==> config.mk <==
export PLATFORM = sky130hd
export DESIGN_NAME = ufc_top
export DESIGN_NICKNAME = d
export VERILOG_FILES = /design/src/hdl/ufc_pkg.sv /design/src/hdl/ufc_top.sv
export VERILOG_INCLUDE_DIRS = /design/src /design/src/hdl
export SDC_FILE = /design/constraint.sdc
export NUM_CORES = 1
export LEC_CHECK = 0
export BUFFER_PORTS_ARGS = -buffer_cell sky130_fd_sc_hd__buf_2
export CAP_MARGIN = 25
export CORE_ASPECT_RATIO = 0.6
export CORE_UTILIZATION = 50
export CTS_CLUSTER_SIZE = 24
export DETAILED_ROUTE_END_ITERATION = 8
export GPL_ROUTABILITY_DRIVEN = 0
export PLACE_DENSITY = 0.68
export RECOVER_POWER = 100
export SYNTH_ARGS = -nofsm -noshare
export SYNTH_HDL_FRONTEND = slang
export SYNTH_SLANG_ARGS = --single-unit
==> constraint.sdc <==
create_clock -name clk -period 6.9 [get_ports clk]
set_clock_uncertainty 0.15 [all_clocks]
set_input_delay 1.725 -clock clk [delete_from_list [all_inputs] [get_ports clk]]
set_output_delay 1.725 -clock clk [all_outputs]
set_load 0.03 [all_outputs]
==> src/hdl/ufc_cfg.svh <==
// Constants for the FIFO control block: addresses, field positions, levels, codes.
// Assumes inclusion by bare name from the package and the design file.
`ifndef UFC_CFG_SVH
`define UFC_CFG_SVH
`define UFC_PORT0_ADDR 16'h00C2
`define UFC_PORT1_ADDR 16'h00D2
`define UFC_CTRL_RESET 8'h00
`define UFC_BIT_FIFO_EN 0
`define UFC_BIT_RX_EN 1
`define UFC_BIT_TX_EN 2
`define UFC_THR_HI 7
`define UFC_THR_LO 6
`define UFC_IDENT_FLAG_BIT 7
`define UFC_LVL_ONE 5'h01
`define UFC_LVL_FOUR 5'h04
`define UFC_LVL_EIGHT 5'h08
`define UFC_LVL_FOURTEEN 5'h0E
`define UFC_CODE_RX_DATA 3'h2
`define UFC_CODE_TIMEOUT 3'h6
`define UFC_CODE_NONE 3'h0
`define UFC_FIFO_DEPTH 16
`endif

==> src/hdl/ufc_pkg.sv <==
// Types shared by the FIFO control block.
// Assumes the constants header sits beside it.
`include "ufc_cfg.svh"
package ufc_pkg;
  // Receive trigger field encodings
  typedef enum logic [1:0] {
    UFC_THR_1,
    UFC_THR_4,
    UFC_THR_8,
    UFC_THR_14
  } ufc_thr_t;
endpackage

==> src/hdl/ufc_top.sv <==
// FIFO control register of one serial port, with its receive and transmit FIFOs.
// Assumes an I/O bus on clk with one-cycle strobes and shifters on the same clock.
// What this block does
// Write-only control, zero reset, shares ident address
// Trigger field picks 1, 4, 8, 14 bytes
// Trigger applies only in FIFO mode
// Transmit enable persists; transmit only while set
// Transmit enable low resets FIFO and shifter
// Receive enable persists; accept only while set
// Receive enable low resets FIFO and receiver
// FIFO enable selects FIFO or single buffer
// Software sets FIFO enable before path enables
// Ident top bit mirrors FIFO mode
// Receive interrupts pass only when enabled
// Each FIFO holds sixteen bytes
`timescale 1ns/1ps
`include "ufc_cfg.svh"

module ufc_fifo #(
  parameter int WIDTH = 8,
  parameter int DEPTH = `UFC_FIFO_DEPTH
) (
  input wire logic clk,
  input wire logic reset_n,
  input wire logic clr,
  input wire logic single,
  input wire logic in_valid,
  input wire logic [WIDTH-1:0] in_data,
  output logic in_ready,
  output logic out_valid,
  output logic [WIDTH-1:0] out_data,
  input wire logic out_ready,
  output logic [$clog2(DEPTH):0] count
);
  localparam int AW = $clog2(DEPTH);
  logic [WIDTH-1:0] mem_ff [DEPTH]; // Storage
  logic [AW-1:0] wp_ff, nxt_wp; // Write pointer
  logic [AW-1:0] rp_ff, nxt_rp; // Read pointer
  logic [AW:0] cnt_ff, nxt_cnt; // Fill level
  logic push; // Entry accepted
  logic pop; // Entry taken
  logic [AW:0] cap; // Depth in use

  // Single buffer when FIFOs are bypassed
  assign cap = single ? (AW+1)'(1) : (AW+1)'(DEPTH);
  assign in_ready = cnt_ff < cap;
  assign out_valid = cnt_ff != '0;
  assign out_data = mem_ff[rp_ff];
  assign count = cnt_ff;
  assign push = in_valid && in_ready;
  assign pop = out_valid && out_ready;

  // Pointer and level update, clear wins
  always_comb begin
    nxt_wp = wp_ff;
    nxt_rp = rp_ff;
    nxt_cnt = cnt_ff;
    if (clr) begin
      nxt_wp = '0;
      nxt_rp = '0;
      nxt_cnt = '0;
    end else begin
      if (push) nxt_wp = wp_ff + 1'b1;
      if (pop) nxt_rp = rp_ff + 1'b1;
      if (push && !pop) nxt_cnt = cnt_ff + 1'b1;
      else if (pop && !push) nxt_cnt = cnt_ff - 1'b1;
    end
  end

  // Register pointers and level
  always_ff @(posedge clk or negedge reset_n) begin
    if (!reset_n) begin
      wp_ff <= '0;
      rp_ff <= '0;
      cnt_ff <= '0;
    end else begin
      wp_ff <= nxt_wp;
      rp_ff <= nxt_rp;
      cnt_ff <= nxt_cnt;
    end
  end

  // Storage write, no reset needed on data
  always_ff @(posedge clk) begin
    if (push && !clr) mem_ff[wp_ff] <= in_data;
  end
endmodule // ufc_fifo

module ufc_top import ufc_pkg::*; #(
  parameter logic [15:0] PORT_ADDR = `UFC_PORT0_ADDR,
  parameter int DEPTH = `UFC_FIFO_DEPTH
) (
  input wire logic clk,
  input wire logic reset_n,
  input wire logic [15:0] io_addr,
  input wire logic [7:0] io_wdata,
  input wire logic io_wr,
  input wire logic io_rd,
  output logic [7:0] io_rdata,
  input wire logic rx_irq_enable,
  input wire logic rx_timeout,
  input wire logic rx_in_valid,
  input wire logic [7:0] rx_in_data,
  output logic rx_in_ready,
  input wire logic rx_pop,
  output logic [7:0] rx_out_data,
  output logic rx_out_valid,
  input wire logic tx_in_valid,
  input wire logic [7:0] tx_in_data,
  output logic tx_in_ready,
  output logic tx_out_valid,
  output logic [7:0] tx_out_data,
  input wire logic tx_out_ready,
  output logic rx_logic_reset_n,
  output logic tx_logic_reset_n,
  output logic fifo_mode_flag,
  output logic rx_irq
);
  localparam int CW = $clog2(DEPTH) + 1;
  logic [7:0] ctrl_ff, nxt_ctrl; // FIFO control register
  logic [7:0] rdata_ff, nxt_rdata; // Ident read data
  logic rx_irq_ff, nxt_rx_irq; // Gated receive interrupt
  logic sel; // Address hit
  logic fifo_mode_enable; // Mode bit
  logic rx_path_enable; // Receive enable bit
  logic tx_path_enable; // Transmit enable bit
  ufc_thr_t rx_threshold_select; // Trigger field
  logic [4:0] level; // Bytes needed to trigger
  logic [CW-1:0] rx_count; // Receive fill
  logic thr_hit; // Fill reached trigger
  logic [2:0] code; // Ident status code
  logic rx_in_ok; // Receive accept qualifier
  logic tx_out_ok; // Transmit drain qualifier
  logic tx_fifo_valid; // Transmit FIFO has data
  logic rx_fifo_ready; // Receive FIFO has room
  logic tx_in_ok; // Transmit accept qualifier
  logic tx_fifo_ready; // Transmit FIFO has room

  assign sel = io_addr == PORT_ADDR;
  assign fifo_mode_enable = ctrl_ff[`UFC_BIT_FIFO_EN];
  assign rx_path_enable = ctrl_ff[`UFC_BIT_RX_EN];
  assign tx_path_enable = ctrl_ff[`UFC_BIT_TX_EN];
  assign rx_threshold_select = ufc_thr_t'(ctrl_ff[`UFC_THR_HI:`UFC_THR_LO]);

  // Trigger level, forced to one byte when bypassed
  always_comb begin
    level = `UFC_LVL_ONE;
    if (fifo_mode_enable) begin
      unique case (rx_threshold_select)
        UFC_THR_1: level = `UFC_LVL_ONE;
        UFC_THR_4: level = `UFC_LVL_FOUR;
        UFC_THR_8: level = `UFC_LVL_EIGHT;
        UFC_THR_14: level = `UFC_LVL_FOURTEEN;
      endcase
    end
  end
  assign thr_hit = 32'(rx_count) >= 32'(level);

  // Ident status code, data ready ahead of timeout
  always_comb begin
    code = `UFC_CODE_NONE;
    if (rx_irq_enable && thr_hit) code = `UFC_CODE_RX_DATA;
    else if (rx_irq_enable && rx_timeout) code = `UFC_CODE_TIMEOUT;
  end

  // Register writes and ident reads at the shared address
  always_comb begin
    nxt_ctrl = ctrl_ff;
    nxt_rdata = rdata_ff;
    if (sel && io_wr) nxt_ctrl = io_wdata;
    if (sel && io_rd) begin
      nxt_rdata = 8'h00;
      nxt_rdata[`UFC_IDENT_FLAG_BIT] = fifo_mode_enable;
      nxt_rdata[3:1] = code;
      nxt_rdata[0] = code == `UFC_CODE_NONE;
    end
    nxt_rx_irq = rx_irq_enable && (thr_hit || rx_timeout);
  end

  // Register state; path resets follow the enable bits
  always_ff @(posedge clk or negedge reset_n) begin
    if (!reset_n) begin
      ctrl_ff <= `UFC_CTRL_RESET;
      rdata_ff <= 8'h00;
      rx_irq_ff <= 1'b0;
      rx_logic_reset_n <= 1'b0;
      tx_logic_reset_n <= 1'b0;
      fifo_mode_flag <= 1'b0;
    end else begin
      ctrl_ff <= nxt_ctrl;
      rdata_ff <= nxt_rdata;
      rx_irq_ff <= nxt_rx_irq;
      rx_logic_reset_n <= nxt_ctrl[`UFC_BIT_RX_EN];
      tx_logic_reset_n <= nxt_ctrl[`UFC_BIT_TX_EN];
      fifo_mode_flag <= nxt_ctrl[`UFC_BIT_FIFO_EN];
    end
  end
  assign io_rdata = rdata_ff;
  assign rx_irq = rx_irq_ff;

  // Receive FIFO, cleared while receive is disabled
  assign rx_in_ok = rx_path_enable && rx_in_valid;
  assign rx_in_ready = rx_path_enable && rx_fifo_ready;
  ufc_fifo #(.WIDTH(8), .DEPTH(DEPTH)) u_rx_fifo (
    .clk(clk),
    .reset_n(reset_n),
    .clr(!rx_path_enable),
    .single(!fifo_mode_enable),
    .in_valid(rx_in_ok),
    .in_data(rx_in_data),
    .in_ready(rx_fifo_ready),
    .out_valid(rx_out_valid),
    .out_data(rx_out_data),
    .out_ready(rx_pop),
    .count(rx_count)
  );

  // Transmit FIFO, drained only while transmit is enabled
  assign tx_out_ok = tx_path_enable && tx_out_ready;
  assign tx_out_valid = tx_path_enable && tx_fifo_valid;
  // Refuse writes while held in reset; a byte accepted at the edge of the write that clears the enable is still dropped
  assign tx_in_ok = tx_path_enable && tx_in_valid;
  assign tx_in_ready = tx_path_enable && tx_fifo_ready;
  ufc_fifo #(.WIDTH(8), .DEPTH(DEPTH)) u_tx_fifo (
    .clk(clk),
    .reset_n(reset_n),
    .clr(!tx_path_enable),
    .single(!fifo_mode_enable),
    .in_valid(tx_in_ok),
    .in_data(tx_in_data),
    .in_ready(tx_fifo_ready),
    .out_valid(tx_fifo_valid),
    .out_data(tx_out_data),
    .out_ready(tx_out_ok),
    .count()
  );

  // Checks
  a_ctrl_write: assert property (@(posedge clk) disable iff (!reset_n)
    sel && io_wr |=> ctrl_ff == $past(io_wdata)) else $error("control write lost");
  a_ctrl_hold: assert property (@(posedge clk) disable iff (!reset_n)
    !(sel && io_wr) |=> $stable(ctrl_ff)) else $error("control changed");
  // Read data holds the mode seen at the read edge, even if a write lands there too
  a_flag_mirror: assert property (@(posedge clk) disable iff (!reset_n)
    sel && io_rd |=> io_rdata[7] == $past(fifo_mode_flag)) else $error("mode flag wrong");
  a_bypass_level: assert property (@(posedge clk) disable iff (!reset_n)
    !fifo_mode_enable && rx_irq_enable && rx_count == CW'(1) |=> rx_irq)
    else $error("bypass trigger");
  a_level_14: assert property (@(posedge clk) disable iff (!reset_n)
    fifo_mode_enable && rx_threshold_select == UFC_THR_14 && !rx_timeout
    && rx_count == CW'(13) |=> !rx_irq) else $error("early trigger");
  a_irq_gate: assert property (@(posedge clk) disable iff (!reset_n)
    !rx_irq_enable |=> !rx_irq) else $error("irq not gated");
  a_tx_reset: assert property (@(posedge clk) disable iff (!reset_n)
    !tx_path_enable |-> !tx_out_valid && !tx_logic_reset_n) else $error("tx not held");
  a_tx_refuse: assert property (@(posedge clk) disable iff (!reset_n)
    !tx_path_enable |-> !tx_in_ready) else $error("tx accepted");
  a_rx_reset: assert property (@(posedge clk) disable iff (!reset_n)
    !rx_path_enable |=> !rx_out_valid) else $error("rx not cleared");
  a_single_buf: assert property (@(posedge clk) disable iff (!reset_n)
    !fifo_mode_enable && rx_out_valid |-> !rx_fifo_ready) else $error("bypass depth");
  a_rx_accept: assert property (@(posedge clk) disable iff (!reset_n)
    !rx_path_enable |-> !rx_in_ready) else $error("rx accepted");
  c_fifo_full: cover property (@(posedge clk) rx_count == CW'(DEPTH));
  c_level_fire: cover property (@(posedge clk) fifo_mode_enable && $rose(rx_irq));
  c_tx_send: cover property (@(posedge clk) tx_out_valid && tx_out_ready);
endmodule // ufc_top
* Word level (Yosys, flattened, before mapping)
Memory sizes are Yosys's and may differ from the RTL's.
Index checks and enable logic that the tools add are counted.
Widths: inputs -> output; s select.
** Word-level totals
- Register bits :: 43
- RAM bits :: 256
- Bits of input ports :: 50
- Output and inout port bits :: 32
- Logic and storage cells :: 90
- Memories :: 2
** Memories
- u_rx_fifo.mem_ff :: words 16, width 8, read ports 1, clocked after memory_dff 0, wr ports 1, line ufc_top.sv:36 : logic [WIDTH-1:0] mem_ff [DEPTH];
- u_tx_fifo.mem_ff :: words 16, width 8, read ports 1, clocked after memory_dff 0, wr ports 1, line ufc_top.sv:36
** Cells by class
- $add $sub $neg :: 8
- $lt $le $gt $ge :: 3
- Equal/unequal tests :: 10
- Muxes and demuxes :: 24
- Reduce and logical (&&, ||, !) cells :: 30
** Operators with widths (count)
- $mux 5 :: 8
- $mux 4 :: 8
- $logic_and 1x1->1 :: 21
- $pmux 5 s4 :: 1
- $add 4x1->4 const B :: 4
- $eq 16x8->1 const B :: 1
- $add 5x1->5 const B :: 2
- $lt 5x5->1 :: 2
- $reduce_bool 5->1 :: 2
- $sub 5x1->5 const B :: 2
- $mux 3 :: 3
- $ne 2x1->1 const B :: 4
- $ne 3x1->1 const B :: 2
- $ge 5x5->1 :: 1
- $eq 2x2->1 const B :: 2
- $logic_not 1->1 :: 4
- $mux 1 :: 4
- $logic_not 3->1 :: 1
- $eq 2x1->1 const B :: 1
- $logic_not 2->1 :: 1
- $logic_or 1x1->1 :: 1

* Longest topological paths before layout
Gate-level depths: netlist of run 1.
- Depth after elaboration :: 8
- Mapped depth :: 12
- Depth with buffers taken out :: 11

* Hierarchy
From an unflattened synthesis of run 1, not the netlist that was laid out.
** Second synthesis, totals
- Cells, all modules :: 718
- Area total of the unflattened synthesis :: 12386.9 um2
** Modules (own cells, without submodules)
- ufc_fifo at u_rx_fifo :: times used 1, cells each 348, area each 5977.0 um2, seq. area each 4169.0 um2
- ufc_fifo at u_tx_fifo :: times used 1, cells each 311, area each 5785.5 um2, seq. area each 4169.0 um2
- ufc_top :: times used 1, cells each 59, area each 624.3 um2, seq. area each 250.2 um2

* Worst setup path after synthesis of run 1
No wires, ideal clock.
- Path type :: input port to flip-flop
- From :: input tx_in_valid
- To :: register u_tx_fifo.cnt_ff[4], in the netlist u_tx_fifo.count[4]
- Setup time :: 0.125 ns
- Arrival :: 3.730 ns
- Data required time :: 6.625 ns
- Slack :: 2.895 ns
- Stages :: 9
- Path buffers :: 0
- Cells stage by stage :: nor4bb_1 -> a21o_1 -> nand2_1 -> fa_1 -> a21o_1 -> a21oi_1 -> mux2i_1 -> a311oi_1 -> nand2_1
** Between the ends
- Cells in the longest elaborated chain, start to end :: 5
- Elaborated cells on any way between the ends :: 8
- Classes of those cells :: eq/ne: 1; mux: 2; reduce/logical: 5
** RTL lines
- start: declaration :: line ufc_top.sv:108 : input wire logic tx_in_valid,
- $logic_and 1x1->1 (*) :: line ufc_top.sv:222 : assign tx_in_ok = tx_path_enable && tx_in_valid;
- $logic_and 1x1->1 (*) :: line ufc_top.sv:50 : assign push = in_valid && in_ready;
- $logic_not 1->1 / $logic_and 1x1->1 (equally long branches) :: line ufc_top.sv:66, ufc_top.sv:65
- $logic_and 1x1->1 / $mux 5 (equally long branches) :: line ufc_top.sv:66, ufc_top.sv:65
- $ne 3x1->1 (no source line) / $mux 5 (equally long branches)
- end signal: assignment :: line ufc_top.sv:79 : cnt_ff <= nxt_cnt;
- end: declaration :: line ufc_top.sv:39 : logic [AW:0] cnt_ff, nxt_cnt;
Mark *: on every way between the ends. The rest lies on a longest branch, timed or not.
A chain may end at the register's enable or synchronous reset.

* Final worst setup path of run 1
- From :: register u_rx_fifo.rp_ff[0]
- To :: output rx_out_data[4]
** Between the ends
- Cells in the longest elaborated chain, start to end :: 1
** RTL lines
- start: declaration :: line ufc_top.sv:38 : logic [AW-1:0] rp_ff, nxt_rp;
- start signal: assignment :: line ufc_top.sv:78 : rp_ff <= nxt_rp;
- $mem_v2 16x8
- end: declaration :: line ufc_top.sv:106 : output logic [7:0] rx_out_data,
Every way passes these cells.

==> summary.md, run 1 <==
| Metric | Value |
|---|---|
| Max frequency | `184.4 MHz` |
| Wire length of the first global-routing pass | `38240 um` |
| Ports placed on the boundary | `82` |
| Clock tree from TritonCTS | `yes` |
| Total Routed Length | `roughly 26000 um` |
| Synth unique cells | `49` |
| Fraction of registers with async set or reset after synthesis | `0.1233` |
| Area growth from synthesis to final layout | `11.82%` |
| Final Non-Filler Cells | `approximately 1100` |
| Highest fanout seen on the critical path | `21` |
| Post-DR vias/cell | `5.986` |
| ANT nets after route | `0` |
| RSZ-0062 raised after global routing | `no` |
| Fill cells | `1746` |
| Post-placement cell count | `1021` |
| Cell area after technology mapping | `0.01214 mm^2` |
| Drt pass-1 iters | `5` |
| Overall die width | `approximately 200 um` |
| Std-Cell Core Area | `0.02346 mm^2` |
| Pin count of the biggest net entering global routing | `37` |
| Critical-path cell with the highest stage delay | `sky130_fd_sc_hd__dfrtp_1` |
| Final Hold Violating Endpoints | `0` |
| Total count of max-transition violations in the final report | `73` |
| Startpoint-to-endpoint class of the critical path | `flop to primary output` |
| Per-cell routed wire length | `24.04 um` |
| Run status | `complete, but fails checks` |
| Maximum vdd ir drop | `0.1777 mV` |
| Share of the cycle needed by the critical path after routing | `0.7859` |
| Number of enable-type register cells in the synthesized netlist | `roughly 260` |
| # DRC | `0` |
| Leakage dissipation | `4.463 nW` |
| Share of Yosys cell area claimed by the top area cell type | `0.6331` |
| Proportion of layout cells with a drive suffix above 1 | `0.2112` |
| Clock tree sinks | `about 300` |
| Clock-pin slew reported for the worst setup and hold paths after clock tree synthesis | `0.06 ns` |
| Number of buffers added on ports | `74` |
| Gate count after technology mapping | `approximately 640` |
| Leading cell types by count after synthesis | `256 x sky130_fd_sc_hd__edfxtp_1, 80 x sky130_fd_sc_hd__mux4_2, 36 x sky130_fd_sc_hd__dfrtp_1` |
| Required time of the critical path | `5.03 ns` |
| Transition time at the pin with the least slew margin | `roughly 2.1 ns` |
| Number of antenna violations at the first check in global routing | `1` |
| Register area share after synthesis | `0.7073` |
| Worst-path cell chain | `buf_4 -> mux4_2 -> mux4_2 -> clkbuf_1` |
| Die area | `about 0.025 mm^2` |
| Post-layout minimum cycle time | `5.423 ns` |
| Inserted Clock Buffers | `26` |
| CP peak stage delay | `1.19 ns` |
| Via count of the first global-routing pass | `6376` |
| # H-tree levels | `1` |
| Total of max-cap violations | `5` |
| Buffers and inverters on the worst path | `2` |
| Placement row count | `43` |
| Yosys warning count | `0` |
| Power per unit of standard cell area | `243.5 mW/mm^2` |
| Post CTS Setup Buffer Count | `0` |
| Number of instances resized during post-cts repair | `0` |
| Via total after detailed routing | `about 6400` |
| Library cell appearing most often on the critical path | `sky130_fd_sc_hd__mux4_2` |
| Headroom to the max-slew limit | `-0.3837` |
| Height of the die | `122.7 um` |
| Total global-route track usage | `0.2136` |
| Number of buffers inserted for hold repair after clock tree synthesis | `0` |
| Kind of cell adding the most delay to the critical path | `flip-flops` |
| Average footprint of a synthesized cell | `between 15 and 20 um^2` |
| Critical Path Start Type | `flop` |
| Leading register cell type out of synthesis | `sky130_fd_sc_hd__edfxtp_1` |
| Synthesis-stage register bit count | `292` |
| Cell types occupying the most area after synthesis | `sky130_fd_sc_hd__edfxtp_1 63%, sky130_fd_sc_hd__mux4_2 15%, sky130_fd_sc_hd__dfrtp_1 7.4%, sky130_fd_sc_hd__ha_1 2.5%, sky130_fd_sc_hd__nand2_1 1.1%` |
| Accumulated negative setup slack | `0 ns` |
| Clock latency of the later-clocked register in the worst-skew pair | `between 0.5 and 0.6 ns` |
| Total of endpoints with negative setup slack in the final report | `0` |
| Most instantiated library cell after synthesis | `sky130_fd_sc_hd__edfxtp_1` |
| Maximum root-to-sink buffer count | `3` |
| Arrival time at the worst endpoint | `3.55 ns` |
| Overflow after GRT | `0` |
| Violated checks | `capacitance limit, slew limit` |
| Number of nets in the layout | `slightly above 800` |
| First-iteration detailed-routing DRC count | `688` |
| Root buf cell | `sky130_fd_sc_hd__clkbuf_16` |
| Top cell type by total area after synthesis | `sky130_fd_sc_hd__edfxtp_1` |
| Type of the tightest min-delay check | `flop to flop` |
| Post-detail-place hpwl | `approximately 18000 um` |
| Kind of end point of the critical path | `primary output` |
| Initial standard-cell utilization of the core | `0.5177` |
-- metal layers --
| layer | track usage | part of all wire | up-vias |
|---|---|---|---|
| met5 | 0 | 0 | - |
| met4 | 0.05075 | 0.019 | 0 |
| met3 | 0.05098 | 0.10 | 42 |
| met2 | 0.3033 | 0.43 | 290 |
| met1 | 0.3334 | 0.45 | 3309 |
| li1 | - | - | 2758 |
-- stage by stage --
stage	utilization	worst slack [ns]	hold slack [ns]	total power [mW]	cell area (um^2)
after floorplan	-	2.895	0.3703	1.966	12150
after detailed placement	0.5546	2.386	0.3318	2.003	13010
after global routing	0.5787	1.230	0.3756	3.405	13580
after CTS	0.5880	1.863	0.3460	3.337	13790
final	0.5788	1.477	0.3456	3.307	13580
after global placement	0.5521	2.437	0.3097	1.999	12950
-- logic make-up (layout without fill, tap and decap cells) --
logic type      count (synthesis)  count (layout)  synth area share
mux                            90              90            0.1573
buf+inv                        52             161           0.01834
simple gates                  124             124           0.05544
fa+ha+maj                      26              26           0.02803
other cells                     1               5         0.0003088
compound gates                 42              42           0.02195
flops                         292             292            0.7073
xor+xnor                       14              14           0.01133
-- cell usage in the layout, fill, tap and decap left out, types with 3 or more instances in the layout --
cell                        count
sky130_fd_sc_hd__clkbuf_16     27
sky130_fd_sc_hd__clkbuf_1      67
sky130_fd_sc_hd__nor3_1         5
sky130_fd_sc_hd__buf_2         31
sky130_fd_sc_hd__mux2i_1        3
sky130_fd_sc_hd__a21oi_1        7
sky130_fd_sc_hd__xnor2_1       10
sky130_fd_sc_hd__and2_1         4
sky130_fd_sc_hd__nor4bb_1       4
sky130_fd_sc_hd__o21ai_0       18
sky130_fd_sc_hd__a21o_1         4
sky130_fd_sc_hd__edfxtp_1     256
sky130_fd_sc_hd__inv_1         16
sky130_fd_sc_hd__nor4b_1        3
sky130_fd_sc_hd__nor4_1        14
sky130_fd_sc_hd__xor2_1         4
sky130_fd_sc_hd__nand2_1       35
sky130_fd_sc_hd__and3_1         9
sky130_fd_sc_hd__nand3_1       18
sky130_fd_sc_hd__and2_0         4
sky130_fd_sc_hd__clkinv_1      11
sky130_fd_sc_hd__mux2_2         7
sky130_fd_sc_hd__clkinv_2       4
sky130_fd_sc_hd__nor2_1        13
sky130_fd_sc_hd__o21a_1         4
sky130_fd_sc_hd__dfrtp_1       36
sky130_fd_sc_hd__mux4_2        80
sky130_fd_sc_hd__conb_1         4
sky130_fd_sc_hd__buf_4          4
sky130_fd_sc_hd__ha_1          24
-- layout make-up --
class | instances | area (um^2) | area share
diodes | 1 | 2.502 | 0.0001843
clock buffers | 31 | 690.7 | 0.05087
clock inverters | 16 | 91.34 | 0.006727
inverters | 16 | 60.06 | 0.004423
multi-input cells | 300 | 3329 | 0.2452
flip-flops and latches | 292 | 8588 | 0.6325
well taps | 315 | 394.1 | 0.02903
repair buffers | 98 | 421.7 | 0.03105
-- registers in the layout (all words and copies together) (netlist names), 5 cells and up --
signal / cells
u_tx_fifo.count: 5
u_rx_fifo.count: 5
ctrl_ff: 5
u_rx_fifo.mem_ff: 128
u_tx_fifo.mem_ff: 128
-- final timing paths --
kind	cells after the start	slack [ns]	end	start
min in group asynchronous	1	1.63	io_rdata[3]	reset_n
max in group asynchronous	1	3.76	u_rx_fifo.wp_ff[3]	reset_n
hold / removal	2	0.35	io_rdata[3]	io_rdata[3]
setup reg to reg	6	2.82	u_tx_fifo.mem_ff[11][2]	ctrl_ff[0]
setup / recovery	4	1.48	rx_out_data[4]	u_rx_fifo.rp_ff[0]
hold reg to reg	2	0.35	io_rdata[3]	io_rdata[3]
-- report_power, final --
| group | internal, mW | switching [mW] | total [mW] |
|---|---|---|---|
| registers | 1.92 | 0.000155 | 1.92 |
| logic | 0.00901 | 0.0334 | 0.0424 |
| clock network | 0.745 | 0.598 | 1.34 |
-- worst reg2reg max path, stage by stage, from the launching register on --
cell and delay, ns:
sky130_fd_sc_hd__dfrtp_1 0.63, sky130_fd_sc_hd__inv_1 0.28, sky130_fd_sc_hd__ha_1 0.30, sky130_fd_sc_hd__nor4bb_1 0.46, sky130_fd_sc_hd__a21o_1 0.35, sky130_fd_sc_hd__nand2_1 0.17, sky130_fd_sc_hd__nor3_1 1.35
No activity file was read; power rests on OpenSTA's default activity.
==> run 2: changes to the inputs <==
--- a/config.mk
+++ b/config.mk
@@ -13,7 +13,7 @@
 export CTS_CLUSTER_SIZE = 24
 export DETAILED_ROUTE_END_ITERATION = 8
 export GPL_ROUTABILITY_DRIVEN = 0
-export PLACE_DENSITY = 0.68
+export PLACE_DENSITY = 0.71
 export RECOVER_POWER = 100
 export SYNTH_ARGS = -nofsm -noshare
 export SYNTH_HDL_FRONTEND = slang
==> constraint.sdc (replaced) <==
create_clock -name clk -period 4.38 [get_ports clk]
set_clock_uncertainty 0.15 [all_clocks]
set_input_delay 1.095 -clock clk [delete_from_list [all_inputs] [get_ports clk]]
set_output_delay 1.095 -clock clk [all_outputs]
set_load 0.03 [all_outputs]
==> run 2 against run 1 <==
- first-iteration DRC count decreased by 9.0%
- total power up 59%
- cell count is 0.84% higher
- via count is 2.4% higher
- largest cell class unchanged
- hold slack worse by 0.0046 ns
- sequential cell count is the same
- the run still ends with capacitance limit, slew limit left
- global-route usage increased by 0.63 points
==> summary.md, run 2 (synthesized netlist as in run 1, its figures left out) <==
| Metric | Value |
|---|---|
| Headroom to the max-slew limit | `-0.3399` |
| Proportion of layout cells with a drive suffix above 1 | `0.2294` |
| Startpoint of the most critical register-to-register path | `u_rx_fifo.count[2]` |
| First-iteration detailed-routing DRC count | `626` |
| Combinational share of power | `0.013` |
| Power share of the sequential group | `0.576` |
| Internal Pwr Total | `4.206 mW` |
| Accumulated negative setup slack | `0 ns` |
| Clock tree sinks | `292` |
| Clock-pin slew reported for the worst setup and hold paths after clock tree synthesis | `0.06 ns` |
| Worst Slack Setup Final | `0.3057 ns` |
| Setup slack of the most critical reg-to-reg path | `0.66 ns` |
| End point of the most critical hold path | `io_rdata[3]` |
| Ports placed on the boundary | `82` |
| Number of nets in the layout | `818` |
| Initial standard-cell utilization of the core | `0.5177` |
| Drt pass-1 iters | `5` |
| Overflow after GRT | `0` |
| Maximum root-to-sink buffer count | `3` |
| Number of buffers inserted for hold repair after clock tree synthesis | `0` |
| Number of buffers added on ports | `74` |
| Kind of end point of the critical path | `primary output` |
| Overall power after layout | `5.255 mW` |
| Placement row count | `43` |
| Total Routed Length | `26600 um` |
| Area growth from synthesis to final layout | `12.44%` |
| Worst-path cell chain | `clkbuf_2 -> mux4_2 -> mux4_2 -> clkbuf_2` |
| Max frequency | `245.4 MHz` |
| Clock latency of the later-clocked register in the worst-skew pair | `0.54 ns` |
| Violated checks | `capacitance limit, slew limit` |
| Switching power share of the total | `0.1996` |
| Pin count of the biggest net entering global routing | `37` |
| Inserted Clock Buffers | `27` |
| RSZ-0062 raised after global routing | `no` |
| Share of the cycle needed by the critical path after routing | `0.9302` |
| Per-cell routed wire length | `about 25 um` |
| Final Hold Violating Endpoints | `0` |
| Post-detail-place hpwl | `18030 um` |
| Leakage dissipation | `4.505 nW` |
| Maximum vdd ir drop | `a little under 0.3 mV` |
| Largest regs | `u_rx_fifo.mem_ff (128), u_tx_fifo.mem_ff (128)` |
| Sequential cell area | `between 0.008 and 0.009 mm^2` |
| Highest fanout seen on the critical path | `9` |
| Critical Path Start Type | `flop` |
| # H-tree levels | `1` |
| Transition time at the pin with the least slew margin | `2.010 ns` |
| Height of the die | `122.7 um` |
| Highest-count cells in the layout ignoring fill and taps | `256 x sky130_fd_sc_hd__edfxtp_1, 80 x sky130_fd_sc_hd__mux4_2, 69 x sky130_fd_sc_hd__clkbuf_1` |
| Critical hold path startpoint | `io_rdata[3]` |
| Endpoint of the worst-slack reg-to-reg timing path | `u_rx_fifo.count[4]` |
| Multi-input combinational cell area | `0.003313 mm^2` |
| Total global-route track usage | `0.2199` |
| Wire length of the first global-routing pass | `39510 um` |
| Post CTS Setup Buffer Count | `0` |
| Worst setup slack before clock tree synthesis | `0.5520 ns` |
| Type of the tightest min-delay check | `flop to flop` |
| Switching power | `1.049 mW` |
| Part of the total power dissipated in the clock network | `0.411` |
| Final core occ | `0.5820` |
| # DRC | `0` |
| Std-Cell Core Area | `0.02346 mm^2` |
| Critical-path cell with the highest stage delay | `sky130_fd_sc_hd__mux4_2` |
| Post-layout minimum cycle time | `4.074 ns` |
| Power per unit of standard cell area | `between 300 and 400 mW/mm^2` |
| Via count of the first global-routing pass | `around 6400` |
| Root buf cell | `sky130_fd_sc_hd__clkbuf_16` |
| Number of instances resized during post-cts repair | `0` |
| Ant. Diodes | `0` |
| Startpoint-to-endpoint class of the critical path | `flop to primary output` |
| Number of antenna violations at the first check in global routing | `0` |
| Total of max-cap violations | `1` |
| Arrival time at the worst endpoint | `2.83 ns` |
| CP peak stage delay | `0.59 ns` |
| ANT nets after route | `0` |
| Total count of max-transition violations in the final report | `37` |
| Cell count of the worst hold path | `2` |
| Fill cells | `1783` |
| Post-DR vias/cell | `6.076` |
| Run status | `complete, but fails checks` |
| Total of endpoints with negative setup slack in the final report | `0` |
| Clock tree from TritonCTS | `yes` |
| Via total after detailed routing | `6550` |
| Overall die width | `a little over 200 um` |
| Most frequent standard cell in the layout excluding fill and tap cells | `sky130_fd_sc_hd__edfxtp_1` |
| Worst R2R Path Depth | `9` |
| Die area | `0.02493 mm^2` |
| Required time of the critical path | `around 3.1 ns` |
==> run 2: how the worst max path moves through the flow <==
| stage | from | end | slack, ns | cells after the start |
|---|---|---|---|---|
| 2_1_floorplan | ctrl_ff[0] | u_tx_fifo.count[4] | 1.0 | 12 |
| 5_1_grt | u_tx_fifo.rp_ff[0] | tx_out_data[2] | 0.18 | 4 |
| 3_5_place_dp | tx_in_valid | u_tx_fifo.count[4] | 0.55 | 10 |
| 3_3_place_gp | tx_in_valid | u_tx_fifo.count[4] | 0.67 | 10 |
| 4_1_cts | u_tx_fifo.rp_ff[0] | tx_out_data[3] | 0.40 | 4 |
| 6_report | u_tx_fifo.rp_ff[0] | tx_out_data[2] | 0.31 | 4 |
==> run 2: power groups by stage <==
stage / registers (mW) / clock network (mW) / logic [mW]
floorplan: 3.09 / 0 / 0.0102
global placement: 3.08 / 0 / 0.0652
detailed placement: 3.09 / 0 / 0.0729
CTS: 3.03 / 2.21 / 0.0728
global route: 3.02 / 2.31 / 0.0767
finish: 3.03 / 2.16 / 0.0692
==> run 2: worst max-delay path, delay by kind of cell (launching register included) <==
kind | cells | cell delay (ns)
mux | 2 | 1.10
flops | 1 | 0.57
buf+inv | 2 | 0.61
==> run 2: per-stage QoR <==
| step | instances | hold slack, ns | instance area [um^2] |
|---|---|---|---|
| floorplan | 644 | 0.3703 | 12150 |
| global placement | 1028 | 0.3121 | 13040 |
| detailed placement | 1028 | 0.3113 | 13040 |
| CTS | 1078 | 0.3457 | 13850 |
| global route | 1078 | 0.3690 | 13650 |
| finish | 1078 | 0.3410 | 13650 |
==> run 2: per-layer routing <==
metal,up-vias,GRT usage,wire length [um]
li1,2791,-,-
met1,3438,0.3471,12160
met2,283,0.3134,11570
met3,38,0.05258,2432
met4,0,0.03853,438
met5,-,0,0
==> run 2: cell type report <==
| type | instances | share of cell area |
|---|---|---|
| Tap cell | 315 | 0.02887 |
| Multi-Input combinational cell | 300 | 0.2427 |
| Sequential cell | 292 | 0.6292 |
| Clock buffer | 37 | 0.05297 |
| Inverter | 16 | 0.004399 |
| Clock inverter | 13 | 0.006140 |
| Timing Repair Buffer | 105 | 0.03574 |
